## src/hw/tpf_pkg.sv

```systemverilog
package tpf_pkg;

  // Bit timing in power-signal cycles
  localparam int unsigned BIT_CYCLES  = 512;
  localparam int unsigned HALF_CYCLES = 256;

  // Frame shapes
  localparam int unsigned FRAME_BITS = 11;
  localparam int unsigned LEN_W      = 4;
  localparam logic [3:0]  BYTE_LEN   = 4'hb;
  localparam logic [3:0]  RESP_LEN   = 4'h8;
  localparam int unsigned MAX_BYTES  = 5;

  // Packet headers
  localparam logic [7:0] HDR_NO_DATA = 8'h00;
  localparam logic [7:0] HDR_IDENT   = 8'h30;
  localparam logic [7:0] HDR_CAP     = 8'h31;

  // Response patterns, written as sent, most significant bit first
  localparam logic [7:0] RESP_ACK     = 8'hff;
  localparam logic [7:0] RESP_NAK     = 8'h00;
  localparam logic [7:0] RESP_NOT_DEF = 8'h55;

  localparam logic [1:0] CLASS_VAL = 2'h0;

  // Register byte addresses
  localparam int unsigned ADDR_W       = 8;
  localparam logic [7:0]  OFF_CMD      = 8'h00;
  localparam logic [7:0]  OFF_STATUS   = 8'h04;
  localparam logic [7:0]  OFF_CAP_NORM = 8'h08;
  localparam logic [7:0]  OFF_CAP_RED  = 8'h0c;
  localparam logic [7:0]  OFF_LAST_CHK = 8'h10;
  localparam logic [7:0]  OFF_COUNT    = 8'h14;

  // Field positions
  localparam int unsigned ST_BUSY    = 0;
  localparam int unsigned ST_DONE    = 1;
  localparam int unsigned ST_REFUSED = 2;
  localparam int unsigned ST_REDUCED = 3;
  localparam int unsigned CAP_PP_LSB = 8;
  localparam int unsigned CAP_PKT    = 16;
  localparam int unsigned CAP_SENS   = 17;

  // Reset values
  localparam logic [5:0]  GP_RST  = 6'h00;
  localparam logic [5:0]  PP_RST  = 6'h00;
  localparam logic [15:0] CNT_RST = 16'h0000;

  typedef enum logic [2:0] {
    TPF_CMD_NO_DATA,
    TPF_CMD_IDENT,
    TPF_CMD_CAP,
    TPF_CMD_ACK,
    TPF_CMD_NAK,
    TPF_CMD_NOT_DEF
  } tpf_cmd_t;

  typedef enum logic [1:0] {
    TPF_IDLE,
    TPF_LOAD,
    TPF_WAIT,
    TPF_DRAIN
  } tpf_state_t;

endpackage

```

## src/hw/tpf_biphase_enc.sv

```systemverilog
`timescale 1ns/10ps
module tpf_biphase_enc #(
  parameter int unsigned BIT_CYCLES  = tpf_pkg::BIT_CYCLES,
  parameter int unsigned HALF_CYCLES = tpf_pkg::HALF_CYCLES
) (
  input  logic clk,
  input  logic rst,
  input  logic cycle_tick,
  input  logic active,
  input  logic bit_in,
  output logic take,
  output logic bit_end,
  output logic busy,
  output logic mod_out
);
  import tpf_pkg::*;

  localparam int unsigned CNT_W = $clog2(BIT_CYCLES);
  localparam logic [CNT_W-1:0] LAST_CNT = CNT_W'(BIT_CYCLES - 1);
  localparam logic [CNT_W-1:0] MID_CNT  = CNT_W'(HALF_CYCLES - 1);

  logic [CNT_W-1:0] cnt_r;
  logic             cur_r;
  logic             busy_r;
  logic             mod_r;
  logic             take_r;
  logic             end_r;

  // Next bit starts on the tick that ends the current one, so bits never gap
  always_ff @(posedge clk) begin
    if (rst) begin
      cnt_r  <= '0;
      cur_r  <= 1'b0;
      busy_r <= 1'b0;
      mod_r  <= 1'b0;
      take_r <= 1'b0;
      end_r  <= 1'b0;
    end else begin
      take_r <= 1'b0;
      end_r  <= 1'b0;
      if (!busy_r) begin
        if (active) begin
          busy_r <= 1'b1;
          cur_r  <= bit_in;
          mod_r  <= ~mod_r;
          take_r <= 1'b1;
          cnt_r  <= '0;
        end
      end else if (cycle_tick) begin
        if (cnt_r == LAST_CNT) begin
          end_r <= 1'b1;
          if (active) begin
            cur_r  <= bit_in;
            mod_r  <= ~mod_r;
            take_r <= 1'b1;
            cnt_r  <= '0;
          end else begin
            busy_r <= 1'b0;
          end
        end else begin
          cnt_r <= cnt_r + 1'b1;
          if (cnt_r == MID_CNT && cur_r) begin
            mod_r <= ~mod_r;
          end
        end
      end
    end
  end

  assign take    = take_r;
  assign bit_end = end_r;
  assign busy    = busy_r;
  assign mod_out = mod_r;

endmodule

```

## src/hw/tpf_frame_shift.sv

```systemverilog
`timescale 1ns/10ps
module tpf_frame_shift #(
  parameter int unsigned W     = tpf_pkg::FRAME_BITS,
  parameter int unsigned LEN_W = tpf_pkg::LEN_W
) (
  input  logic             clk,
  input  logic             rst,
  input  logic             load,
  input  logic [W-1:0]     load_word,
  input  logic [LEN_W-1:0] load_len,
  input  logic             take,
  output logic             bit_out,
  output logic [LEN_W-1:0] remaining
);
  import tpf_pkg::*;

  logic [W-1:0]     word_r;
  logic [LEN_W-1:0] cnt_r;

  always_ff @(posedge clk) begin
    if (rst) begin
      word_r <= '0;
      cnt_r  <= '0;
    end else if (load) begin
      word_r <= load_word;
      cnt_r  <= load_len;
    end else if (take && cnt_r != '0) begin
      word_r <= word_r >> 1;
      cnt_r  <= cnt_r - 1'b1;
    end
  end

  assign bit_out   = word_r[0];
  assign remaining = cnt_r;

endmodule

```

## src/hw/tpf_framer.sv

```systemverilog
// The register addresses and register access over Avalon-MM are this design's own decisions.
`timescale 1ns/10ps
module tpf_framer #(
  parameter logic [3:0]  MAJOR_VER      = 4'h9,    // Arbitrary value
  parameter logic [3:0]  MINOR_VER      = 4'h4,    // Arbitrary value
  parameter logic [15:0] MAKER_CODE     = 16'h5a3c, // Arbitrary value
  parameter logic        FREQ_CTRL_HIPWR = 1'b0,
  parameter logic        PKT_RX_CAPABLE = 1'b0,
  parameter int unsigned BIT_CYCLES     = tpf_pkg::BIT_CYCLES,
  parameter int unsigned HALF_CYCLES    = tpf_pkg::HALF_CYCLES
) (
  input  logic                        clk,
  input  logic                        rst,
  input  logic [tpf_pkg::ADDR_W-1:0]  avs_address,
  input  logic                        avs_read,
  input  logic                        avs_write,
  input  logic [31:0]                 avs_writedata,
  input  logic [3:0]                  avs_byteenable,
  output logic [31:0]                 avs_readdata,
  output logic                        avs_waitrequest,
  input  logic                        power_cycle_tick,
  input  logic                        reduced_power,
  output logic                        fsk_mod,
  output logic                        tx_busy,
  output logic                        tx_done
);
  import tpf_pkg::*;

  function automatic logic [FRAME_BITS-1:0] byte_frame(input logic [7:0] d);
    byte_frame = {1'b1, ^d, d, 1'b0};
  endfunction

  function automatic logic [7:0] reverse8(input logic [7:0] d);
    logic [7:0] r;
    r = '0;
    for (int i = 0; i < 8; i++) begin
      r[i] = d[7 - i];
    end
    reverse8 = r;
  endfunction

  // Bus slave state
  logic        wait_r;
  logic [31:0] rdata_r;
  logic        req;
  logic        wr_acc;
  logic [31:0] rd_mux;

  // Software registers
  logic [5:0]  gp_norm_r;
  logic [5:0]  gp_red_r;
  logic [5:0]  pp_r;
  logic        pkt_flag_r;
  logic        sens_flag_r;
  logic [2:0]  last_cmd_r;
  logic        done_st_r;
  logic        refused_st_r;
  logic [7:0]  last_chk_r;
  logic [15:0] pkt_cnt_r;
  logic [15:0] resp_cnt_r;

  // Transmit path
  tpf_state_t                state_r;
  logic [7:0]                buf_r [MAX_BYTES];
  logic [2:0]                nbytes_r;
  logic [2:0]                idx_r;
  logic                      is_resp_r;
  logic                      tx_busy_r;
  logic                      tx_done_r;
  logic                      cmd_wr;
  logic                      cmd_valid;
  logic                      accept;
  logic                      refuse;
  logic                      sh_load;
  logic [FRAME_BITS-1:0]     sh_word;
  logic [LEN_W-1:0]          sh_len;
  logic [LEN_W-1:0]          sh_remaining;
  logic                      sh_bit;
  logic                      enc_take;
  logic                      enc_end;
  logic                      enc_busy;
  logic                      finish;

  // Message assembly
  logic [7:0]  m_hdr;
  logic [7:0]  m_b0;
  logic [7:0]  m_b1;
  logic [7:0]  m_b2;
  logic [7:0]  m_chk;
  logic [7:0]  m_resp;
  logic [2:0]  m_len;
  logic        m_is_resp;
  logic [5:0]  gp_sel;
  logic        pkt_eff;
  logic        sens_eff;

  // One wait state per access; read data is registered beforehand
  assign req    = avs_read | avs_write;
  assign wr_acc = avs_write && !wait_r;

  always_ff @(posedge clk) begin
    if (rst) begin
      wait_r <= 1'b1;
    end else if (!wait_r) begin
      wait_r <= 1'b1;
    end else if (req) begin
      wait_r <= 1'b0;
    end
  end

  always_comb begin
    rd_mux = '0;
    case (avs_address)
      OFF_CMD: begin
        rd_mux[2:0] = last_cmd_r;
      end
      OFF_STATUS: begin
        rd_mux[ST_BUSY]    = tx_busy_r;
        rd_mux[ST_DONE]    = done_st_r;
        rd_mux[ST_REFUSED] = refused_st_r;
        rd_mux[ST_REDUCED] = reduced_power;
        rd_mux[10:8]       = idx_r;
      end
      OFF_CAP_NORM: begin
        rd_mux[5:0]                     = gp_norm_r;
        rd_mux[CAP_PP_LSB +: 6]         = pp_r;
        rd_mux[CAP_PKT]                 = pkt_flag_r;
        rd_mux[CAP_SENS]                = sens_flag_r;
      end
      OFF_CAP_RED: begin
        rd_mux[5:0] = gp_red_r;
      end
      OFF_LAST_CHK: begin
        rd_mux[7:0] = last_chk_r;
      end
      OFF_COUNT: begin
        rd_mux = {resp_cnt_r, pkt_cnt_r};
      end
      default: begin
        rd_mux = '0;
      end
    endcase
  end

  always_ff @(posedge clk) begin
    if (rst) begin
      rdata_r <= '0;
    end else if (req && wait_r) begin
      rdata_r <= rd_mux;
    end
  end

  // Capability values; the reduced one applies while the limit input is high
  always_ff @(posedge clk) begin
    if (rst) begin
      gp_norm_r   <= GP_RST;
      gp_red_r    <= GP_RST;
      pp_r        <= PP_RST;
      pkt_flag_r  <= 1'b0;
      sens_flag_r <= 1'b0;
    end else if (wr_acc) begin
      if (avs_address == OFF_CAP_NORM) begin
        if (avs_byteenable[0]) begin
          gp_norm_r <= avs_writedata[5:0];
        end
        if (avs_byteenable[1]) begin
          pp_r <= avs_writedata[CAP_PP_LSB +: 6];
        end
        if (avs_byteenable[2]) begin
          pkt_flag_r  <= avs_writedata[CAP_PKT];
          sens_flag_r <= avs_writedata[CAP_SENS];
        end
      end
      if (avs_address == OFF_CAP_RED && avs_byteenable[0]) begin
        gp_red_r <= avs_writedata[5:0];
      end
    end
  end

  assign cmd_wr    = wr_acc && avs_address == OFF_CMD && avs_byteenable[0];
  assign cmd_valid = avs_writedata[2:0] <= 3'(TPF_CMD_NOT_DEF);
  assign accept    = cmd_wr && cmd_valid && state_r == TPF_IDLE;
  assign refuse    = cmd_wr && !accept;

  // Sampled at accept, so a cleared limit shows in the next packet
  assign gp_sel   = reduced_power ? gp_red_r : gp_norm_r;
  assign pkt_eff  = pkt_flag_r & PKT_RX_CAPABLE;
  assign sens_eff = sens_flag_r & ~FREQ_CTRL_HIPWR;

  always_comb begin
    m_hdr     = HDR_NO_DATA;
    m_b0      = 8'h00;
    m_b1      = 8'h00;
    m_b2      = 8'h00;
    m_resp    = RESP_NAK;
    m_len     = 3'h3;
    m_is_resp = 1'b0;
    case (tpf_cmd_t'(avs_writedata[2:0]))
      TPF_CMD_NO_DATA: begin
        m_hdr = HDR_NO_DATA;
        m_b0  = 8'h00;
        m_len = 3'h3;
      end
      TPF_CMD_IDENT: begin
        m_hdr = HDR_IDENT;
        m_b0  = {MAJOR_VER, MINOR_VER};
        m_b1  = MAKER_CODE[15:8];
        m_b2  = MAKER_CODE[7:0];
        m_len = 3'h5;
      end
      TPF_CMD_CAP: begin
        m_hdr = HDR_CAP;
        m_b0  = {CLASS_VAL, gp_sel};
        m_b1  = {2'h0, pp_r};
        m_b2  = {6'h00, pkt_eff, sens_eff};
        m_len = 3'h5;
      end
      TPF_CMD_ACK: begin
        m_resp    = RESP_ACK;
        m_is_resp = 1'b1;
        m_len     = 3'h1;
      end
      TPF_CMD_NAK: begin
        m_resp    = RESP_NAK;
        m_is_resp = 1'b1;
        m_len     = 3'h1;
      end
      TPF_CMD_NOT_DEF: begin
        m_resp    = RESP_NOT_DEF;
        m_is_resp = 1'b1;
        m_len     = 3'h1;
      end
      default: begin
        m_len = 3'h3;
      end
    endcase
  end

  // Unused bytes are zero, so one XOR serves every length
  assign m_chk = m_hdr ^ m_b0 ^ m_b1 ^ m_b2;

  always_ff @(posedge clk) begin
    if (rst) begin
      for (int i = 0; i < MAX_BYTES; i++) begin
        buf_r[i] <= 8'h00;
      end
      nbytes_r   <= 3'h0;
      is_resp_r  <= 1'b0;
      last_cmd_r <= 3'h0;
    end else if (accept) begin
      last_cmd_r <= avs_writedata[2:0];
      nbytes_r   <= m_len;
      is_resp_r  <= m_is_resp;
      buf_r[0]   <= m_is_resp ? m_resp : m_hdr;
      buf_r[1]   <= m_b0;
      if (m_len == 3'h3) begin
        buf_r[2] <= m_chk;
        buf_r[3] <= 8'h00;
        buf_r[4] <= 8'h00;
      end else begin
        buf_r[2] <= m_b1;
        buf_r[3] <= m_b2;
        buf_r[4] <= m_chk;
      end
    end
  end

  // Next frame is loaded while the last bit of the previous one is still on air
  assign finish = state_r == TPF_DRAIN && enc_end;

  always_ff @(posedge clk) begin
    if (rst) begin
      state_r   <= TPF_IDLE;
      idx_r     <= 3'h0;
      tx_busy_r <= 1'b0;
      tx_done_r <= 1'b0;
    end else begin
      tx_done_r <= 1'b0;
      case (state_r)
        TPF_IDLE: begin
          if (accept) begin
            idx_r     <= 3'h0;
            tx_busy_r <= 1'b1;
            state_r   <= TPF_LOAD;
          end
        end
        TPF_LOAD: begin
          idx_r   <= idx_r + 1'b1;
          state_r <= TPF_WAIT;
        end
        TPF_WAIT: begin
          if (sh_remaining == '0) begin
            state_r <= (idx_r < nbytes_r) ? TPF_LOAD : TPF_DRAIN;
          end
        end
        TPF_DRAIN: begin
          if (finish) begin
            tx_done_r <= 1'b1;
            tx_busy_r <= 1'b0;
            state_r   <= TPF_IDLE;
          end
        end
        default: begin
          state_r <= TPF_IDLE;
        end
      endcase
    end
  end

  assign sh_load = state_r == TPF_LOAD;
  // Responses go out MSB first with no framing bits
  assign sh_word = is_resp_r ? {3'h0, reverse8(buf_r[0])} : byte_frame(buf_r[idx_r]);
  assign sh_len  = is_resp_r ? RESP_LEN : BYTE_LEN;

  // Sticky flags: a set in the clearing cycle wins
  always_ff @(posedge clk) begin
    if (rst) begin
      done_st_r    <= 1'b0;
      refused_st_r <= 1'b0;
    end else begin
      done_st_r    <= finish | (done_st_r &
                      ~(wr_acc && avs_address == OFF_STATUS && avs_byteenable[0] && avs_writedata[ST_DONE]));
      refused_st_r <= refuse | (refused_st_r &
                      ~(wr_acc && avs_address == OFF_STATUS && avs_byteenable[0] && avs_writedata[ST_REFUSED]));
    end
  end

  always_ff @(posedge clk) begin
    if (rst) begin
      last_chk_r <= 8'h00;
      pkt_cnt_r  <= CNT_RST;
      resp_cnt_r <= CNT_RST;
    end else if (finish) begin
      if (is_resp_r) begin
        resp_cnt_r <= resp_cnt_r + 1'b1;
      end else begin
        pkt_cnt_r  <= pkt_cnt_r + 1'b1;
        last_chk_r <= buf_r[nbytes_r - 1'b1];
      end
    end
  end

  tpf_frame_shift #(
    .W     (FRAME_BITS),
    .LEN_W (LEN_W)
  ) u_shift (
    .clk       (clk),
    .rst       (rst),
    .load      (sh_load),
    .load_word (sh_word),
    .load_len  (sh_len),
    .take      (enc_take),
    .bit_out   (sh_bit),
    .remaining (sh_remaining)
  );

  tpf_biphase_enc #(
    .BIT_CYCLES  (BIT_CYCLES),
    .HALF_CYCLES (HALF_CYCLES)
  ) u_enc (
    .clk        (clk),
    .rst        (rst),
    .cycle_tick (power_cycle_tick),
    .active     (sh_remaining != '0),
    .bit_in     (sh_bit),
    .take       (enc_take),
    .bit_end    (enc_end),
    .busy       (enc_busy),
    .mod_out    (fsk_mod)
  );

  assign avs_readdata    = rdata_r;
  assign avs_waitrequest = wait_r;
  assign tx_busy         = tx_busy_r;
  assign tx_done         = tx_done_r;

endmodule

```

## config.mk

```make
export PLATFORM = sky130hd
export DESIGN_NAME = tpf_framer
export DESIGN_NICKNAME = d
export VERILOG_FILES = /design/src/hw/tpf_pkg.sv /design/src/hw/tpf_biphase_enc.sv /design/src/hw/tpf_frame_shift.sv /design/src/hw/tpf_framer.sv
export SDC_FILE = /design/constraint.sdc
export NUM_CORES = 1
export LEC_CHECK = 0
export BUFFER_PORTS_ARGS = -buffer_cell sky130_fd_sc_hd__buf_2
export CORE_ASPECT_RATIO = 1.2
export CORE_UTILIZATION = 50
export CTS_BUF_LIST = sky130_fd_sc_hd__clkbuf_4 sky130_fd_sc_hd__clkbuf_8
export DETAILED_ROUTE_END_ITERATION = 8
export HOLD_SLACK_MARGIN = 0.12
export MAX_ROUTING_LAYER = met4
export PLACE_DENSITY = 0.66
export SKIP_LAST_GASP = 1
export SYNTH_ARGS = -nofsm -noshare
export SYNTH_HDL_FRONTEND = slang
export SYNTH_HIERARCHICAL = 1
export SYNTH_SLANG_ARGS = --single-unit
```

## constraint.sdc

```tcl
create_clock -name clk -period 7.4 [get_ports clk]
set_input_delay 1.48 -clock clk [delete_from_list [all_inputs] [get_ports clk]]
set_output_delay 1.48 -clock clk [all_outputs]
set_load 0.05 [all_outputs]
```

==> results_dict.tcl <==
set metrics [dict create \
    status "completed" \
    busiest_layer "met2" \
    numCtsBuffers 17 \
    core_area_sq_um 16210 \
    worstPathRequired_ns 7.73 \
    dominantRegCellSynth "dfxtp_1" \
    synth.top_cell.area_share_pct 34.39 \
    drive_gt1_share_pct 15.94 \
    multi_input_area_sq_um 4257 \
    hold_class "reg -> reg" \
    dp_hpwl_mm 13.51 \
    synth.area.top_cells "dfxtp_1, edfxtp_1, nor2_1" \
    synth-edff-count 27 \
    htreeDepth 4 \
    route.detailed.drc 0 \
    postRouteAntennaNets 0 \
    finalHoldViolCount 0 \
    grt_use_total_pct 24.24 \
    worstSetupPathType "in -> reg" \
    cts_tree "built" \
    peakVddDrop_mv 0.1268 \
    regToRegStartpoint "nbytes_r[0]$_SDFFE_PP0N_" \
    syn2layout_area_growth_pct 9.249 \
    globalplace.congestion 0.8817 \
    final_max_slew_viol_count 0 \
    max_slew_margin_pct 23.32 \
    drt-pass1-iter-count 5 \
    fp.dieArea_sq_um 17050 \
    syn_area_sq_um 8265 \
    routedWlPerCell_um 16.48 \
    power_mw 1.718 \
    critPathLaunchType "input port" \
    maxCapViolCount 0 \
    rr_endpoint "last_chk_r[5]$_SDFFE_PP0P_" \
    grt-ovfl-total 0 \
    setup_viol 0 \
    n_antenna_cell 0 \
    worst_clock_skew_ns 0.01614 \
    cts-root-buf "clkbuf_8" \
    grt_antenna_before_repair 0 \
    fp.dieH_um 142.8 \
    grt_start_max_net_pins 87 \
    num_io_pins 86 \
    grt_pass1_wl_mm 31.44 \
    avgViaCountPerCell 5.653 \
    port-buffer-count 66 \
    seq_area_sq_um 3654 \
    p_per_area_nw_per_um2 190.3 \
    r2r_cells 7 \
    end_kind "flop" \
    fill_cells 1530 \
    hold_buffers 0 \
    wirelength_mm 19.32 \
    met3_usage_pct 4.113 \
    vias 6625 \
    yosysUniqueCellTypes 81 \
    crit_path_end "buf_r[4][2]$_SDFFCE_PN0P_" \
    cp_max_fo 18 \
    post_cts_resized 0 \
    cp-startpoint "avs_address[2]" \
    start_util_pct 51.00 \
    rows 51 \
    rsz0062_at_grt "false" \
    synthesis.nets 979 \
    grtUsageMet2_pct 36.51 \
    syn-instance-count 918 \
    min_period_ns 3.947 \
    synth-seq-area-share_pct 44.20 \
    yosys_warnings 6 \
    reg2reg_setup_slack_ns 4.67 \
    finalSetupTns_ns 0 \
    clk_pin_slew_worst_paths_ns 0.10 \
    whs_ns 0.4534 \
    tightest_slew_ns 1.141 \
    yosys.area.top_type "dfxtp_1" \
    synthArstFlopShare_pct 0 \
    syn_area_per_cell_sq_um 9.004 \
    cts_buffer_depth 2 \
    cp_data_arrival_time_ns 4.28 \
    p_leak_nw 3.356 \
    grtUsageMet1_pct 32.41 \
    die_w_um 119.4 \
    cts_sinks 169 \
    grt_pass1_vias 6112 \
    fmax_mhz 253.3 \
    min_from "avs_readdata[6]$_SDFFE_PP0P_" \
    dr.first_iter.drc_count 478 \
    period_share_pct 53.34 \
    fin_nets 1008 \
    clock_latency_ns 0.47 \
    synth_seq_cells 169 \
    post_cts_buffers 0 \
]
worst max-delay path, cell delays in order:
cell and delay [ns]:
buf_2 0.24, or4_4 0.59, or3_1 0.40, or3_1 0.62, or3_4 0.51, nand2b_4 0.22
nor3b_2 0.20
flip-flops by register name, indices dropped and copies added (netlist names), 4 cells and up, named ones only:
| name | flops |
|---|---|
| last_chk_r | 8 |
| gp_norm_r | 6 |
| resp_cnt_r | 16 |
| u_shift/remaining | 4 |
| avs_readdata | 32 |
| pkt_cnt_r | 16 |
| u_enc/cnt_r | 9 |
| buf_r | 28 |
| gp_red_r | 6 |
| u_shift/word_r | 11 |
| pp_r | 6 |
metrics by stage:
stage	instances	util, %	setup slack (ns)	cell area, sq um
finish	1172	55.71	3.453	9030
global route	1172	55.71	3.381	9030
CTS	1172	55.71	3.469	9030
detailed placement	1140	53.26	2.967	8632
global placement	1140	53.26	2.984	8632
floorplan	918	-	3.359	8265
kinds of logic (layout without fill, tap and decap cells):
kind of cell | Yosys count | after routing | synth area share [%]
AOI/OAI and AO/OA | 179 | 179 | 15.70
xor gates and xnor gates | 45 | 45 | 5.101
adders and majority gates | 11 | 11 | 1.665
buffers and inverters | 86 | 128 | 4.420
DFF | 169 | 169 | 44.20
muxes | 50 | 50 | 6.464
other | 2 | 2 | 0.09086
and+or+nand+nor | 376 | 376 | 22.36
synthesized netlist by cell type (3+ instances only):
cell type	count
a211oi_1	11
a21boi_0	3
a21oi_1	44
a221o_1	3
a221oi_1	7
a22o_1	4
a22oi_1	25
a311oi_1	3
a311oi_2	10
a31oi_1	4
and2_1	10
and3_1	8
and4_1	4
buf_2	7
buf_6	3
clkbuf_1	45
dfxtp_1	142
edfxtp_1	27
ha_1	11
inv_1	24
mux2_2	7
mux2i_1	41
nand2_1	67
nand2b_1	8
nand3_1	26
nand3_2	10
nand4_1	17
nor2_1	158
nor2b_1	7
nor3_1	29
nor3b_1	3
o21a_1	3
o21ai_0	19
o21ai_1	10
o22ai_1	7
o2bb2ai_1	4
or2_2	3
or3_1	8
xnor2_1	17
xor2_1	26
how the worst min path moves through the flow:
stage,endpoint,cells past startpoint,slack (ns)
2_1_floorplan,buf_r[2][7]$_SDFFE_PP0P_,2,0.42
3_3_place_gp,avs_readdata[6]$_SDFFE_PP0P_,2,0.44
3_5_place_dp,avs_readdata[6]$_SDFFE_PP0P_,2,0.44
4_1_cts,avs_readdata[6]$_SDFFE_PP0P_,2,0.46
5_1_grt,u_enc/cur_r$_SDFFE_PP0P_,2,0.49
6_report,avs_readdata[6]$_SDFFE_PP0P_,2,0.45
power breakdown:
group / internal [mW] / switching [mW] / total (mW)
registers: 0.941 / 0.00846 / 0.949
clock network: 0.299 / 0.368 / 0.667
logic: 0.0307 / 0.0713 / 0.102
total: 1.27 / 0.448 / 1.72
per-layer routing:
metal  vias up  share of wire (%)
li1       3322                  -
met1      3108                 48
met2       154                 45
met3        41                4.1
met4         0                2.8
met5         -                  0
area by class of cell:
| cell class | count | area share, % |
|---|---|---|
| Tap cell | 212 | 2.938 |
| Multi-Input combinational cell | 663 | 47.14 |
| Clock buffer | 20 | 2.979 |
| Sequential cell | 169 | 40.46 |
| Clock inverter | 12 | 1.427 |
| Timing Repair Buffer | 69 | 3.935 |
| Inverter | 27 | 1.122 |
cell usage in the layout (no fill, tap or decap), drive strengths merged, types with 5 or more instances in the layout:
master  count
xnor2      17
edfxtp     27
nand4      17
and3        8
a311oi     13
nand2      68
nand2b      9
nand3      36
inv        33
buf        69
ha         11
o22ai       7
or3         9
mux2i      41
and2       10
nor3b       5
a221oi      8
mux2        7
a21oi      44
o21ai      29
a211oi     12
nor2      158
clkbuf     20
a22oi      25
nor3       29
nor2b       7
xor2       26
dfxtp     142
(Power assumes the default switching activity.)
